==> src/rtl/edtc_pkg.sv <==
/*
  Shared constants, types and helpers for the event driven transfer controller.
  Assumes a 32-bit internal bus with byte addresses and one ack per access.
*/
package edtc_pkg;

  ////////////////////////////////////////////////////////////////////////////
  // cpu-visible register offsets (byte addresses on the register port)
  localparam logic [7:0] OFF_ACT_EN = 8'h00;
  localparam logic [7:0] OFF_CTRL = 8'h04;
  localparam logic [7:0] OFF_VBASE = 8'h08;
  localparam logic [7:0] OFF_STATUS = 8'h0c;

  // reset values
  localparam logic [15:0] RST_ACT_EN = 16'h0000;
  localparam logic [7:0] RST_CTRL = 8'h00;
  localparam logic [31:0] RST_VBASE = 32'h0000_0000;

  // control register: read skip enable
  localparam int CTRL_SKIP_BIT = 0;

  // status register fields
  localparam int STAT_BUSY_BIT = 4;
  localparam int STAT_SRC_LSB = 0;

  ////////////////////////////////////////////////////////////////////////////
  // vector table: base + 0x400 + vector number * 4
  localparam logic [31:0] VEC_TABLE_OFF = 32'h0000_0400;
  localparam logic [7:0] VEC_NUM_FIRST = 8'h40;
  localparam logic [31:0] INFO_WORD_STEP = 32'h0000_0004;
  localparam logic [1:0] INFO_LAST_WORD = 2'h3;

  // mode_a field positions
  localparam int MA_MODE_LSB = 6;
  localparam int MA_SIZE_LSB = 4;
  localparam int MA_SAM_LSB = 2;
  // mode_b field position
  localparam int MB_DAM_LSB = 2;

  // transfer modes
  localparam logic [1:0] MD_NORMAL = 2'h0;
  localparam logic [1:0] MD_REPEAT = 2'h1;
  localparam logic [1:0] MD_BLOCK = 2'h2;

  // unit sizes
  localparam logic [1:0] SZ_BYTE = 2'h0;
  localparam logic [1:0] SZ_WORD = 2'h1;
  localparam logic [1:0] SZ_LONG = 2'h2;

  // address modes
  localparam logic [1:0] AM_INC = 2'h2;
  localparam logic [1:0] AM_DEC = 2'h3;

  ////////////////////////////////////////////////////////////////////////////
  typedef enum logic [3:0] {
    S_IDLE = 4'h0,
    S_GRANT = 4'h1,
    S_VEC = 4'h2,
    S_INFO = 4'h3,
    S_SRC = 4'h4,
    S_DST = 4'h5,
    S_WB = 4'h6,
    S_DONE = 4'h7
  } edtc_state_t;

  // pointer after one unit: step by unit size in the chosen direction
  function automatic logic [31:0] ptr_next(input logic [31:0] p, input logic [1:0] am,
                                           input logic [1:0] sz);
    logic [31:0] st;
    st = (sz == SZ_BYTE) ? 32'h1 : ((sz == SZ_WORD) ? 32'h2 : 32'h4);
    case (am)
      AM_INC: return p + st;
      AM_DEC: return p - st;
      default: return p;
    endcase
  endfunction : ptr_next

endpackage : edtc_pkg

==> src/rtl/edtc_arbiter.sv <==
/*
  Request sampler and fixed-priority picker; lowest source index wins.
  Assumes requests are levels synchronous to core_clk.
*/
`timescale 1ns/1ps
module edtc_arbiter
(
  input wire logic core_clk, // system clock
  input wire logic rst_n, // synchronised reset, active low
  input wire logic ce, // clock enable
  input wire logic [15:0] req, // peripheral request levels
  input wire logic [15:0] en, // activation enables
  output logic valid_r, // some enabled request seen
  output logic [3:0] idx_r // winning source index
);
  import edtc_pkg::*;

  logic [3:0] pick;

  ////////////////////////////////////////////////////////////////////////////
  // lowest set bit wins; scan downward so the last hit is the lowest
  always_comb
  begin
    pick = 4'h0;
    for (int i = 15; i >= 0; i--)
    begin
      if (req[i] && en[i])
      begin
        pick = i[3:0];
      end
    end
  end

  // requests stay pending as levels, so nothing is lost while busy
  always_ff @(posedge core_clk or negedge rst_n)
  begin
    if (!rst_n)
    begin
      valid_r <= 1'b0;
      idx_r <= 4'h0;
    end
    else if (ce)
    begin
      valid_r <= |(req & en);
      idx_r <= pick;
    end
  end

endmodule : edtc_arbiter

==> src/rtl/edtc_top.sv <==
/*
  Event driven transfer controller: takes the internal bus on an enabled
  peripheral request, fetches its control information from on-chip RAM,
  moves data and writes the information back.
  Assumes a bus that grants mastership by level and acks each access once.
*/
// Strobed register access and the address map were chosen for this implementation.
// Functional notes
// two 8-bit mode registers inside the control information select operation
// 32-bit source pointer gives the read address of each unit
// 32-bit destination pointer gives the write address of each unit
// normal mode: first count is one 16-bit counter, 1 to 65536 transfers
// repeat mode: upper byte keeps count, lower byte runs as counter
// block mode: upper byte keeps block size, lower byte counts within block
// block mode: second 16-bit count gives number of blocks
// 16-bit enables choose which sources start a transfer
// 8-bit control register enables skipping the information read
// 32-bit vector base register anchors vector entry addresses
// hidden registers are loaded from RAM information on activation
// updated hidden registers are written back to RAM after transfer
// vector entry address is base plus 0x400 plus vector number times 4
// an enabled request that activates the controller never reaches the CPU
// take bus, read vector, read information, then move data
// step destination, write back, release bus only after writeback
// each activation moves the amount set by the size field
// converter clears its flag when its result is read by the transfer
// final transfer clears the source's enable; next request interrupts CPU
// normal, repeat and block modes selected by the mode information
// unit size is byte, word or longword
// each pointer may increment, decrement or stay fixed
// normal mode decrements the counter per transfer; zero means final
// further requests stay pending while a sequence is in progress
`timescale 1ns/1ps
module edtc_top
(
  input wire logic core_clk, // 50 MHz system clock
  input wire logic nrst, // async reset, active low
  input wire logic ce, // clock enable, freezes all state except the reset synchroniser when low
  input wire logic [7:0] reg_addr, // register byte address
  input wire logic [31:0] reg_wdata, // register write data
  input wire logic reg_wr, // register write strobe
  input wire logic reg_rd, // register read strobe
  output logic [31:0] reg_rdata, // read data, cycle after reg_rd
  input wire logic [15:0] irq_in, // peripheral request levels
  output logic [15:0] cpu_irq, // requests passed on to the CPU
  output logic bm_req, // bus mastership request
  input wire logic bm_gnt, // bus mastership granted
  output logic bm_rd, // bus read, held until ack
  output logic bm_wr, // bus write, held until ack
  output logic [31:0] bm_addr, // bus address
  output logic [1:0] bm_size, // unit size of the access
  output logic [31:0] bm_wdata, // bus write data
  input wire logic [31:0] bm_rdata, // bus read data, valid with ack
  input wire logic bm_ack // access done
);
  import edtc_pkg::*;

  logic rst_s1_r;
  logic rst_n;
  edtc_state_t st_r;
  logic [1:0] idx_r;
  logic [3:0] cur_src_r;
  logic [3:0] last_src_r;
  logic info_ok_r;
  logic final_r;
  logic [31:0] info_base_r;
  logic [7:0] mode_a_r;
  logic [7:0] mode_b_r;
  logic [31:0] src_ptr_r;
  logic [31:0] dst_ptr_r;
  logic [15:0] cnt_a_r;
  logic [15:0] blk_cnt_r;
  logic [15:0] act_en_r;
  logic [7:0] ctrl_r;
  logic [31:0] vbase_r;
  logic [31:0] reg_rdata_r;
  logic [15:0] cpu_irq_r;
  logic bm_req_r;
  logic bm_rd_r;
  logic bm_wr_r;
  logic [31:0] bm_addr_r;
  logic [1:0] bm_size_r;
  logic [31:0] bm_wdata_r;
  logic arb_valid;
  logic [3:0] arb_idx;
  logic take;
  logic skip;
  logic [1:0] md;
  logic [1:0] sz;
  logic [7:0] vec_num;
  logic [31:0] vec_addr;
  logic [31:0] src_ptr_nxt;
  logic [31:0] dst_ptr_nxt;
  logic [15:0] cnt_a_nxt;
  logic [15:0] blk_cnt_nxt;
  logic block_end;
  logic last_unit;
  logic [31:0] wb_word;

  assign reg_rdata = reg_rdata_r;
  assign cpu_irq = cpu_irq_r;
  assign bm_req = bm_req_r;
  assign bm_rd = bm_rd_r;
  assign bm_wr = bm_wr_r;
  assign bm_addr = bm_addr_r;
  assign bm_size = bm_size_r;
  assign bm_wdata = bm_wdata_r;

  ////////////////////////////////////////////////////////////////////////////
  // reset release through two flops; assertion stays asynchronous
  always_ff @(posedge core_clk or negedge nrst)
  begin
    if (!nrst)
    begin
      rst_s1_r <= 1'b0;
      rst_n <= 1'b0;
    end
    else
    begin
      rst_s1_r <= 1'b1;
      rst_n <= rst_s1_r;
    end
  end

  ////////////////////////////////////////////////////////////////////////////
  // pending requests are sampled and prioritised outside the sequencer
  edtc_arbiter u_arb
  (
    .core_clk(core_clk),
    .rst_n(rst_n),
    .ce(ce),
    .req(irq_in),
    .en(act_en_r),
    .valid_r(arb_valid),
    .idx_r(arb_idx)
  );

  // recheck live level and enable; the arbiter lags by one cycle
  assign take = (st_r == S_IDLE) && arb_valid && act_en_r[arb_idx] && irq_in[arb_idx];
  assign skip = ctrl_r[CTRL_SKIP_BIT] && info_ok_r && (last_src_r == cur_src_r);
  assign vec_num = VEC_NUM_FIRST + {4'h0, cur_src_r};
  assign vec_addr = vbase_r + VEC_TABLE_OFF + {22'h0, vec_num, 2'b00};
  assign md = mode_a_r[MA_MODE_LSB +: 2];
  assign sz = mode_a_r[MA_SIZE_LSB +: 2];

  ////////////////////////////////////////////////////////////////////////////
  // next pointer and counter values after one unit
  always_comb
  begin
    src_ptr_nxt = ptr_next(src_ptr_r, mode_a_r[MA_SAM_LSB +: 2], sz);
    dst_ptr_nxt = ptr_next(dst_ptr_r, mode_b_r[MB_DAM_LSB +: 2], sz);
    block_end = 1'b0;
    blk_cnt_nxt = blk_cnt_r;
    cnt_a_nxt = cnt_a_r;
    last_unit = 1'b0;
    case (md)
      MD_NORMAL:
      begin
        cnt_a_nxt = cnt_a_r - 16'h1;
        last_unit = (cnt_a_nxt == 16'h0);
      end
      MD_REPEAT:
      begin
        // lower byte reloads from the kept count; repeat never ends by itself
        cnt_a_nxt[7:0] = (cnt_a_r[7:0] == 8'h1) ? cnt_a_r[15:8] : cnt_a_r[7:0] - 8'h1;
      end
      MD_BLOCK:
      begin
        block_end = (cnt_a_r[7:0] == 8'h1);
        cnt_a_nxt[7:0] = block_end ? cnt_a_r[15:8] : cnt_a_r[7:0] - 8'h1;
        blk_cnt_nxt = block_end ? blk_cnt_r - 16'h1 : blk_cnt_r;
        last_unit = block_end && (blk_cnt_nxt == 16'h0);
      end
      default:
      begin
        cnt_a_nxt = cnt_a_r;
      end
    endcase
  end

  // writeback image of the hidden registers, word by word
  always_comb
  begin
    case (idx_r + 2'h1)
      2'h1: wb_word = src_ptr_r;
      2'h2: wb_word = dst_ptr_r;
      2'h3: wb_word = {blk_cnt_r, 16'h0};
      default: wb_word = {mode_a_r, mode_b_r, cnt_a_r};
    endcase
  end

  ////////////////////////////////////////////////////////////////////////////
  // sequencer and bus master; strobes stay high until the bus acks
  always_ff @(posedge core_clk or negedge rst_n)
  begin
    if (!rst_n)
    begin
      st_r <= S_IDLE;
      idx_r <= 2'h0;
      cur_src_r <= 4'h0;
      info_base_r <= 32'h0;
      final_r <= 1'b0;
      bm_req_r <= 1'b0;
      bm_rd_r <= 1'b0;
      bm_wr_r <= 1'b0;
      bm_addr_r <= 32'h0;
      bm_size_r <= 2'h0;
      bm_wdata_r <= 32'h0;
    end
    else if (ce)
    begin
      case (st_r)
        S_IDLE:
        begin
          final_r <= 1'b0;
          if (take)
          begin
            cur_src_r <= arb_idx;
            bm_req_r <= 1'b1;
            st_r <= S_GRANT;
          end
        end
        S_GRANT:
        begin
          if (bm_gnt)
          begin
            bm_rd_r <= 1'b1;
            bm_addr_r <= vec_addr;
            bm_size_r <= SZ_LONG;
            st_r <= S_VEC;
          end
        end
        S_VEC:
        begin
          if (bm_ack)
          begin
            info_base_r <= bm_rdata;
            idx_r <= 2'h0;
            if (skip)
            begin
              // information already held for this source; go straight to data
              bm_addr_r <= src_ptr_r;
              bm_size_r <= sz;
              st_r <= S_SRC;
            end
            else
            begin
              bm_addr_r <= bm_rdata;
              st_r <= S_INFO;
            end
          end
        end
        S_INFO:
        begin
          if (bm_ack)
          begin
            idx_r <= idx_r + 2'h1;
            if (idx_r == INFO_LAST_WORD)
            begin
              bm_addr_r <= src_ptr_r;
              bm_size_r <= sz;
              st_r <= S_SRC;
            end
            else
            begin
              bm_addr_r <= bm_addr_r + INFO_WORD_STEP;
            end
          end
        end
        S_SRC:
        begin
          if (bm_ack)
          begin
            bm_rd_r <= 1'b0;
            bm_wr_r <= 1'b1;
            bm_wdata_r <= bm_rdata;
            bm_addr_r <= dst_ptr_r;
            st_r <= S_DST;
          end
        end
        S_DST:
        begin
          if (bm_ack)
          begin
            if (md == MD_BLOCK && !block_end)
            begin
              // rest of the block moves in the same activation
              bm_wr_r <= 1'b0;
              bm_rd_r <= 1'b1;
              bm_addr_r <= src_ptr_nxt;
              st_r <= S_SRC;
            end
            else
            begin
              final_r <= last_unit;
              bm_addr_r <= info_base_r;
              bm_size_r <= SZ_LONG;
              bm_wdata_r <= {mode_a_r, mode_b_r, cnt_a_nxt};
              idx_r <= 2'h0;
              st_r <= S_WB;
            end
          end
        end
        S_WB:
        begin
          if (bm_ack)
          begin
            idx_r <= idx_r + 2'h1;
            bm_addr_r <= bm_addr_r + INFO_WORD_STEP;
            bm_wdata_r <= wb_word;
            if (idx_r == INFO_LAST_WORD)
            begin
              bm_wr_r <= 1'b0;
              st_r <= S_DONE;
            end
          end
        end
        S_DONE:
        begin
          bm_req_r <= 1'b0;
          st_r <= S_IDLE;
        end
        default:
        begin
          st_r <= S_IDLE;
        end
      endcase
    end
  end

  ////////////////////////////////////////////////////////////////////////////
  // hidden registers: loaded from RAM only, never by the cpu port
  always_ff @(posedge core_clk or negedge rst_n)
  begin
    if (!rst_n)
    begin
      mode_a_r <= 8'h0;
      mode_b_r <= 8'h0;
      src_ptr_r <= 32'h0;
      dst_ptr_r <= 32'h0;
      cnt_a_r <= 16'h0;
      blk_cnt_r <= 16'h0;
      info_ok_r <= 1'b0;
      last_src_r <= 4'h0;
    end
    else if (ce)
    begin
      if (st_r == S_INFO && bm_ack)
      begin
        case (idx_r)
          2'h0:
          begin
            mode_a_r <= bm_rdata[31:24];
            mode_b_r <= bm_rdata[23:16];
            cnt_a_r <= bm_rdata[15:0];
          end
          2'h1: src_ptr_r <= bm_rdata;
          2'h2: dst_ptr_r <= bm_rdata;
          default: blk_cnt_r <= bm_rdata[31:16];
        endcase
      end
      if (st_r == S_DST && bm_ack)
      begin
        src_ptr_r <= src_ptr_nxt;
        dst_ptr_r <= dst_ptr_nxt;
        cnt_a_r <= cnt_a_nxt;
        blk_cnt_r <= blk_cnt_nxt;
      end
      if (st_r == S_DONE)
      begin
        info_ok_r <= 1'b1;
        last_src_r <= cur_src_r;
      end
    end
  end

  ////////////////////////////////////////////////////////////////////////////
  // cpu register file; the final-transfer clear beats a same-cycle write
  always_ff @(posedge core_clk or negedge rst_n)
  begin
    if (!rst_n)
    begin
      act_en_r <= RST_ACT_EN;
      ctrl_r <= RST_CTRL;
      vbase_r <= RST_VBASE;
    end
    else if (ce)
    begin
      if (reg_wr && reg_addr == OFF_ACT_EN)
      begin
        act_en_r <= reg_wdata[15:0];
      end
      if (reg_wr && reg_addr == OFF_CTRL)
      begin
        ctrl_r <= reg_wdata[7:0];
      end
      if (reg_wr && reg_addr == OFF_VBASE)
      begin
        vbase_r <= reg_wdata;
      end
      if (st_r == S_DONE && final_r)
      begin
        act_en_r[cur_src_r] <= 1'b0;
      end
    end
  end

  // read data stands only in the cycle after the strobe
  always_ff @(posedge core_clk or negedge rst_n)
  begin
    if (!rst_n)
    begin
      reg_rdata_r <= 32'h0;
    end
    else if (ce)
    begin
      reg_rdata_r <= 32'h0;
      if (reg_rd)
      begin
        case (reg_addr)
          OFF_ACT_EN: reg_rdata_r <= {16'h0, act_en_r};
          OFF_CTRL: reg_rdata_r <= {24'h0, ctrl_r};
          OFF_VBASE: reg_rdata_r <= vbase_r;
          OFF_STATUS:
          begin
            reg_rdata_r[STAT_BUSY_BIT] <= (st_r != S_IDLE);
            reg_rdata_r[STAT_SRC_LSB +: 4] <= cur_src_r;
          end
          default: reg_rdata_r <= 32'h0;
        endcase
      end
    end
  end

  // enabled sources are withheld from the cpu; cleared enables pass through
  always_ff @(posedge core_clk or negedge rst_n)
  begin
    if (!rst_n)
    begin
      cpu_irq_r <= 16'h0;
    end
    else if (ce)
    begin
      cpu_irq_r <= irq_in & ~act_en_r;
    end
  end

  ////////////////////////////////////////////////////////////////////////////
  // checks; they assume ce stays high across the cycles they span
  vec_addr_a: assert property (@(posedge core_clk) disable iff (!rst_n || !ce)
    (st_r == S_GRANT && bm_gnt) |=> (bm_addr_r == vbase_r + 32'h400 + {22'h0, vec_num, 2'b00}))
    else $error("vector entry address wrong");
  bus_order_a: assert property (@(posedge core_clk) disable iff (!rst_n || !ce)
    (bm_rd_r || bm_wr_r) |-> bm_req_r)
    else $error("bus access without mastership");
  load_info_a: assert property (@(posedge core_clk) disable iff (!rst_n || !ce)
    (st_r == S_INFO && bm_ack && idx_r == 2'h1) |=> (src_ptr_r == $past(bm_rdata)))
    else $error("source pointer not loaded from RAM");
  wb_content_a: assert property (@(posedge core_clk) disable iff (!rst_n || !ce)
    (st_r == S_WB && idx_r == 2'h1) |-> (bm_wdata_r == src_ptr_r && bm_wr_r))
    else $error("writeback word holds wrong pointer");
  release_late_a: assert property (@(posedge core_clk) disable iff (!rst_n || !ce)
    $fell(bm_req_r) |-> ($past(st_r) == S_DONE && !bm_wr_r))
    else $error("bus released before writeback");
  withhold_irq_a: assert property (@(posedge core_clk) disable iff (!rst_n || !ce)
    take |=> !cpu_irq_r[cur_src_r])
    else $error("enabled request reached the cpu");
  normal_count_a: assert property (@(posedge core_clk) disable iff (!rst_n || !ce)
    (st_r == S_DST && bm_ack && md == MD_NORMAL) |=> (cnt_a_r == $past(cnt_a_r) - 16'h1))
    else $error("normal counter not decremented");
  final_clear_a: assert property (@(posedge core_clk) disable iff (!rst_n || !ce)
    (st_r == S_DONE && final_r) |=> !act_en_r[$past(cur_src_r)])
    else $error("enable not cleared after final transfer");
  no_overlap_a: assert property (@(posedge core_clk) disable iff (!rst_n || !ce)
    (st_r != S_IDLE && st_r != S_DONE) |=> (cur_src_r == $past(cur_src_r)))
    else $error("second activation overlapped");
  dst_step_a: assert property (@(posedge core_clk) disable iff (!rst_n || !ce)
    (st_r == S_DST && bm_ack && mode_b_r[MB_DAM_LSB +: 2] == AM_INC)
    |=> (dst_ptr_r - $past(dst_ptr_r) == (32'h1 << sz)))
    else $error("destination pointer step wrong");

endmodule : edtc_top

==> config.mk <==
export PLATFORM = sky130hd
export DESIGN_NAME = edtc_top
export DESIGN_NICKNAME = d
export VERILOG_FILES = /design/src/rtl/edtc_pkg.sv /design/src/rtl/edtc_arbiter.sv /design/src/rtl/edtc_top.sv
export SDC_FILE = /design/constraint.sdc
export NUM_CORES = 1
export LEC_CHECK = 0
export BUFFER_PORTS_ARGS = -buffer_cell sky130_fd_sc_hd__buf_2
export CAP_MARGIN = 40
export CORE_ASPECT_RATIO = 1.1
export CORE_MARGIN = 4
export CORE_UTILIZATION = 50
export CTS_CLUSTER_SIZE = 30
export DETAILED_ROUTE_END_ITERATION = 10
export PLACE_DENSITY = 0.69
export SLEW_MARGIN = 10
export SYNTH_ARGS = -nofsm -noshare
export SYNTH_HDL_FRONTEND = slang
export SYNTH_HIERARCHICAL = 1
export SYNTH_SLANG_ARGS = --single-unit
==> constraint.sdc <==
create_clock -name core_clk -period 11.66 [get_ports core_clk]
set_input_delay 2.332 -clock core_clk [delete_from_list [all_inputs] [get_ports core_clk]]
set_output_delay 2.332 -clock core_clk [all_outputs]
set_load 0.01 [all_outputs]
==> run metrics, run 1 <==
Crit-path slowest cell=a221oi_1; Critical Path RT=around 12000 ps; Crit path max-delay family=compound AO/OA/AOI/OAI gates; total power divided by cell area=approximately 240 nW/um2; final instance area=between 20000 and 30000 um2; busiest metal layer after global routing=met2; Int Power=3.34 mW; Synth cell types=82; H-tree levels=2; synthesized cell area=between 20000 and 25000 um2; Synthesized Nets=2758; Flop pwr share=between 30% and 40%; worst path cell trace=o21bai_1 -> ha_1 -> nor2b_1 -> o21ai_0 -> o21ai_0 -> a21oi_1 -> o211ai_1 -> o21ai_0 -> mux2_2 -> a221oi_1 -> o21ai_0 -> o21a_1; worst-skew pair later-pin latency=570 ps; Clock Sinks=around 340; crit path capture type=flop; postcts setup bufs=0; placed inst area=between 20000 and 25000 um2; leading cell type in the layout, fill and taps excluded=dfrtp_1; commonest cells after routing, fill and taps aside=dfrtp_1 (338), nand2_1 (307), o21ai_0 (269), buf_2 (212), a21oi_1 (197); Initial Utilization=51.0%; Rows=80; wire length per cell=about 24 um; Die Ht=roughly 230 um; minimum clock period after layout=roughly 4500 ps; Max FO, Critical Path=9; GPL Wtd Cong=just over 1; Die W=~210 um; share of cells above drive strength 1=16.7%; initial antenna violation count=0; Pins Over Slew Limit=0; logic gate share of total power=46.4%; status=finished clean; vias per cell=6.42; crit path DAT=~5000 ps; Rel. slew slack=roughly 39%; final wirelength=~78 mm; CP Launch Type=flop; Hold-fix buffers, CTS=0; Hold Vio Cnt, Final=0; CTS Buf Count=38; final HPWL from detailed placement=58.4 mm; CTS tree=yes; commonest register cell after synthesis=dfrtp_1; # IOs=around 210; Tcrit/Tclk final=about two fifths; GRT met1 Usage=43.9%; Worst R2R Setup Slack=approximately 7200 ps; post-synthesis register bit count=339; IO buf count=about 210; Peak VDD IR=between 100 and 150 uV; power share of the clock group=between 20 and 25%; Layout area overhead=13.1%; RR Startpoint=mode_a_r[4]; global routing met3 resource utilization=under 10%; final core occ=between 50% and 60%; Mapped Cells=between 2000 and 3000; GR Overflow Total=0; net load switching power=2.80 mW; Worst Skew=19.3 ps; DR pass1 iterations=9; number of flops mapped to enable cells by yosys=0; post-route ant nets=0; Post-synth ARST share=100%; Max Buffers Root-to-Sink=3; P_leak=approximately 11 nW; Die Area=~48000 um2; Tightest Hold Check Type=flop to asynchronous set/reset pin; CTS resizes=0; Root Buffer=clkbuf_16; vias in the first global route=around 21000; # DRC=0; max-cap violations=0; critical path type=flop to flop; cell count along the critical path=12; fmax=roughly 0.22 GHz; RR Endpoint=bm_addr[27]; clock-pin slew on the worst setup and hold paths=70 ps; first-pass GRT wire length=about 120 mm; routing usage on met2=around 48%; sequential area share after synthesis=38.0%; Least-Margin Pin Slew=between 900 and 1000 ps; gr usage total=31.6%; cell mode on critical path=o21ai_0; Initial DRC Count=approximately 2300; Synth Warn #=6; R2R cell count=12; number of buffer and inverter stages on the critical path=0; Via Count=between 20000 and 25000; Final setup viols=0; pin count of the biggest net entering global routing=between 80 and 90; syn avg cell area=just under 9 um2; final-stage net count=slightly below 3000; delay of the slowest critical-path stage=slightly below 700 ps; switching share of power=45.5%; RSZ-0062 raised after global routing=no; core box area=between 40000 and 50000 um2; Setup TNS=0 ps
==> routing by layer <==
layer  wire length, um  vias up
met4              3250        0
met5                 0        -
li1                  -     9731
met3              8230      182
met1             32000    10305
met2             34600     1116
==> per-stage QoR <==
step | total power, mW | hold WS [ps] | worst slack, ps | instances
3_3_place_gp | 4.75 | 336 | 6990 | 3242
6_report | 6.14 | 273 | 7180 | 3322
3_5_place_dp | 4.82 | 291 | 7070 | 3251
4_1_cts | 6.08 | 288 | 7210 | 3321
5_1_grt | 6.50 | 313 | 6840 | 3321
2_1_floorplan | 3.82 | 331 | 1510 | 2580
==> flip-flops by register name (all words and copies together), names as in the netlist, 2 cells and up <==
register and cells:
blk_cnt_r 16, st_r 3, cur_src_r 4, dst_ptr_r 32
src_ptr_r 32, mode_b_r 8, cpu_irq 16, ctrl_r 8
bm_size 2, mode_a_r 8, idx_r 2, cnt_a_r 16
vbase_r 32, bm_addr 32, act_en_r 16, bm_wdata 32
info_base_r 32, last_src_r 4, u_arb/idx_r 4, reg_rdata 32
==> cell usage after synthesis, types with 6 or more instances <==
| cell | count | area [um2] |
|---|---|---|
| inv_1 | 98 | 368 |
| a22oi_1 | 34 | 255 |
| nor4_1 | 9 | 56.3 |
| nor3b_1 | 10 | 75.1 |
| nand2_1 | 308 | 1160 |
| nand2b_1 | 14 | 87.6 |
| and3_1 | 28 | 175 |
| nor2_1 | 175 | 657 |
| o21bai_1 | 12 | 90.1 |
| ha_1 | 80 | 1000 |
| nor2b_1 | 15 | 93.8 |
| a22o_1 | 14 | 123 |
| clkbuf_1 | 145 | 544 |
| o221ai_1 | 13 | 114 |
| and4_1 | 8 | 70.1 |
| o21ai_1 | 6 | 30.0 |
| xnor2_1 | 74 | 648 |
| dfrtp_1 | 339 | 8480 |
| o211ai_1 | 13 | 97.6 |
| o21ai_0 | 270 | 1350 |
| a211oi_1 | 14 | 105 |
| xor2_1 | 56 | 490 |
| o22ai_1 | 50 | 313 |
| and2_1 | 17 | 106 |
| nor3_1 | 31 | 155 |
| buf_1 | 10 | 37.5 |
| a21o_1 | 41 | 308 |
| mux2i_1 | 35 | 350 |
| a221oi_1 | 59 | 517 |
| o31ai_1 | 10 | 75.1 |
| o21a_1 | 19 | 143 |
| nand3_1 | 78 | 390 |
| a32oi_1 | 6 | 52.6 |
| a31oi_1 | 29 | 181 |
| a221o_1 | 24 | 240 |
| a222oi_1 | 18 | 180 |
| or2_2 | 7 | 43.8 |
| nand3b_1 | 18 | 135 |
| mux2_2 | 97 | 1090 |
| a21oi_1 | 201 | 1010 |
| nand4_1 | 19 | 119 |
==> cell type report <==
type                            instances  area [um2]
Inverter                              100         375
Clock buffer                           51        1080
Fill cell                            3973       18500
Timing Repair Buffer                  256        1490
Clock inverter                         19         194
Multi-Input combinational cell       1982       12900
Antenna cell                            1        2.50
Sequential cell                       339        8490
Tap cell                              574         718
==> kinds of logic (layout without fill, tap and decap cells) <==
group,count (synthesis),after routing,synth area share [%]
DFF,339,339,38.0
adders and majority gates,83,83,4.75
and+or+nand+nor,751,751,15.5
xor gates and xnor gates,130,130,5.10
other,1,2,0.0168
buffers and inverters,259,426,4.43
AOI/OAI and AO/OA,882,882,25.4
muxes,135,135,6.76
==> worst max path at each step <==
| stage | start | end | slack (ps) |
|---|---|---|---|
| after global placement | reg_addr[5] | act_en_r[0] | 6990 |
| after global routing | mode_b_r[3] | dst_ptr_r[30] | 6840 |
| final | mode_a_r[4] | bm_addr[27] | 7180 |
| after detailed placement | reg_addr[5] | act_en_r[3] | 7070 |
| after CTS | mode_a_r[4] | bm_addr[27] | 7210 |
| after floorplan | rst_n | act_en_r[0] | 1510 |
==> worst register-to-register path: cells and delay by family (launching register included) <==
kind | cells | cell delay [ps]
adder cells (fa/ha/maj) | 1 | 300
AO/OA/AOI/OAI | 9 | 2950
multiplexers | 1 | 390
flip-flops | 1 | 610
AND/OR/NAND/NOR | 1 | 130
==> power by group through the flow <==
stage	Combinational [mW]	Clock [mW]	Sequential (mW)
floorplan	1.93	0	1.89
global placement	2.72	0	2.02
detailed placement	2.78	0	2.03
CTS	2.80	1.26	2.02
global route	3.10	1.31	2.08
finish	2.85	1.25	2.04
(Power assumes the default switching activity.)
==> run 2, diff against run 1 <==
Settings changed: ABC_AREA set to 1.
Clock period 11.66 ns to 4.6 ns, I/O delays scaled along.
==> run 2 against run 1 <==
Area after synthesis rose by 13%. Synthesized cell count grew 49%. Non-clock buffer count fell by 6. Final cell count increased by 41%. Power grew to 2.8 times the previous value. Highest routed layer is now met5.
==> run metrics, run 2 <==
status=finished clean; Final setup viols=0 (unchanged); final HPWL from detailed placement=84.6 mm (+45%); Synth Warn #=6 (unchanged); Die W=222 um (+6.1%); final-stage net count=4176 (+44%); Hold Vio Cnt, Final=0 (unchanged); minimum clock period after layout=3670 ps (-810 ps); Rows=86 (+7.5%); CTS resizes=0 (unchanged); vias per cell=5.92 (-7.8%); CP Launch Type=flop; top-count cell post-synth=nand2_1; # DRC=0 (unchanged); DR pass1 iterations=7 (-2); Initial Utilization=50.5% (-0.54 points); commonest cells after routing, fill and taps aside=nand2_1 (1078), inv_1 (485), nor2_1 (430), dfrtp_1 (338), nand3_1 (306); Die Ht=244 um (+6.2%); sequential area share after synthesis=33.6% (-4.4 points); leading cell type in the layout, fill and taps excluded=nand2_1; pin count of the biggest net entering global routing=97 (+17%); critical path type=flop to flop; Synthesized Nets=4015 (+46%); Initial DRC Count=3182 (+36%); Area contributors post-synth=dfrtp_1 (34%), nand2_1 (16%), inv_1 (7.2%), nor2_1 (6.4%), nand3_1 (6.1%); P_leak=14.5 nW (+28%); Pins Over Slew Limit=0 (unchanged); GPL Wtd Cong=1.05 (+4.3%); Max FO, Critical Path=44 (+35); Tcrit/Tclk final=79.9% (+41 points); IO buf count=211 (unchanged); crit path capture type=flop; Peak VDD IR=366 uV (+180%); Layout area overhead=12.0%; postcts setup bufs=0 (unchanged); number of flops mapped to enable cells by yosys=0 (unchanged); Clock Sinks=339 (unchanged); CTS tree=yes; Synth cell types=65 (-21%); initial antenna violation count=3 (+3); Post-synth ARST share=100% (unchanged); final wirelength=107 mm (+38%); Rel. slew slack=32.0% (-6.6 points); Critical Path RT=5100 ps (-7020 ps); Commonest cells post-synth=nand2_1 (1080), inv_1 (486), nor2_1 (431); commonest register cell after synthesis=dfrtp_1; max-cap violations=0 (unchanged); syn avg cell area=6.58 um2 (-24%); total power divided by cell area=606 nW/um2 (+150%); synthesized cell area=25300 um2 (+13%); share of cells above drive strength 1=9.88% (-6.8 points); fmax=0.272 GHz (+22%); Die Area=54200 um2 (+13%); Least-Margin Pin Slew=1020 ps (+99.2 ps); post-route ant nets=0 (unchanged); Max Buffers Root-to-Sink=3 (unchanged); hold_ws=122 ps (-151 ps); GR Overflow Total=0 (unchanged); first-pass GRT wire length=161 mm (+32%); H-tree levels=2 (unchanged); Pwr Total=17.1 mW (+180%); # IOs=212 (unchanged); core box area=50000 um2 (+14%); Via Count=27776 (+30%); Tightest Hold Check Type=input port to asynchronous set/reset pin; vias in the first global route=26602 (+29%); Hold-fix buffers, CTS=0 (unchanged); gr usage total=38.4% (+6.8 points); post-synthesis register bit count=339 (unchanged); wire length per cell=22.9 um (-2.5%); Worst Skew=15.6 ps (-3.67 ps); RSZ-0062 raised after global routing=no; clock-pin slew on the worst setup and hold paths=60 ps (about the same); worst-skew pair later-pin latency=580 ps (about the same); post-synth top area share=33.6% (-4.4 points); CTS Buf Count=41 (+7.9%); largest area contributor in the netlist=dfrtp_1; Root Buffer=clkbuf_16; Setup TNS=0 ps (unchanged); Mapped Cells=3837 (+49%); crit path DAT=4180 ps (-760 ps)
run 2: logic make-up after synthesis:
| family | count (synthesis) | share of synthesized area [%] |
|---|---|---|
| xor gates and xnor gates | 43 | 1.49 |
| DFF | 339 | 33.6 |
| other | 1 | 0.0148 |
| adders and majority gates | 83 | 4.20 |
| muxes | 5 | 0.223 |
| buffers and inverters | 642 | 10.1 |
| and+or+nand+nor | 1983 | 32.7 |
| AOI/OAI and AO/OA | 741 | 17.7 |
run 2: power by group:
| part | leakage (nW) | internal, mW | total, mW | switching (mW) |
|---|---|---|---|---|
| logic | 9.68 | 2.60 | 8.33 | 5.73 |
| clock network | 0.689 | 2.09 | 3.49 | 1.41 |
| registers | 4.14 | 3.92 | 5.32 | 1.40 |
| total | 14.5 | 8.61 | 17.1 | 8.53 |
run 2: stage by stage:
stage,std cells,cell area [um2],worst slack [ps],utilization [%]
final,4690,28300,927,56.6
after global routing,4688,28300,773,56.5
after detailed placement,4615,26900,1030,53.7
after global placement,4612,26800,1030,53.6
after CTS,4688,28300,1020,56.5
after floorplan,3837,25300,1250,-
run 2: critical path: stages, from the launching register on:
cell      delay, ps
dfrtp_1         450
inv_2           130
nand2_1         120
nor2_4          100
buf_4           270
inv_2           200
nand2_4         440
inv_4           180
a211oi_2        420
nand2_2         110
inv_2           490
o21ai_0         490
nand2_1         150
run 2: layout make-up:
class	instances	area, um2
Sequential cell	339	8490
Multi-Input combinational cell	2856	14200
Timing Repair Buffer	250	1410
Fill cell	4962	21700
Clock buffer	56	1180
Tap cell	660	826
Antenna cell	2	5.00
Clock inverter	17	229
Inverter	510	1930
run 2: path summary, 6_finish.rpt:
check                         start            to  slack [ps]  cells after the start
setup / recovery            st_r[0]  bm_wdata[28]         930                     12
hold / removal                 nrst         rst_n         120                      1
setup reg to reg            st_r[0]  bm_wdata[28]         930                     12
hold reg to reg            rst_s1_r         rst_n         350                      0
max in group asynchronous     rst_n  dst_ptr_r[5]        3160                      1
min in group core_clk      rst_s1_r         rst_n         350                      0
run 2: metal layers:
metal  vias up  global-route usage (%)  share of wire (%)
met5         -                       0             0.0065
met4         2                    22.8                7.5
met3       393                    8.82                9.5
met2      1481                    62.7                 46
met1     12905                    46.5                 37
li1      12995                       -                  -
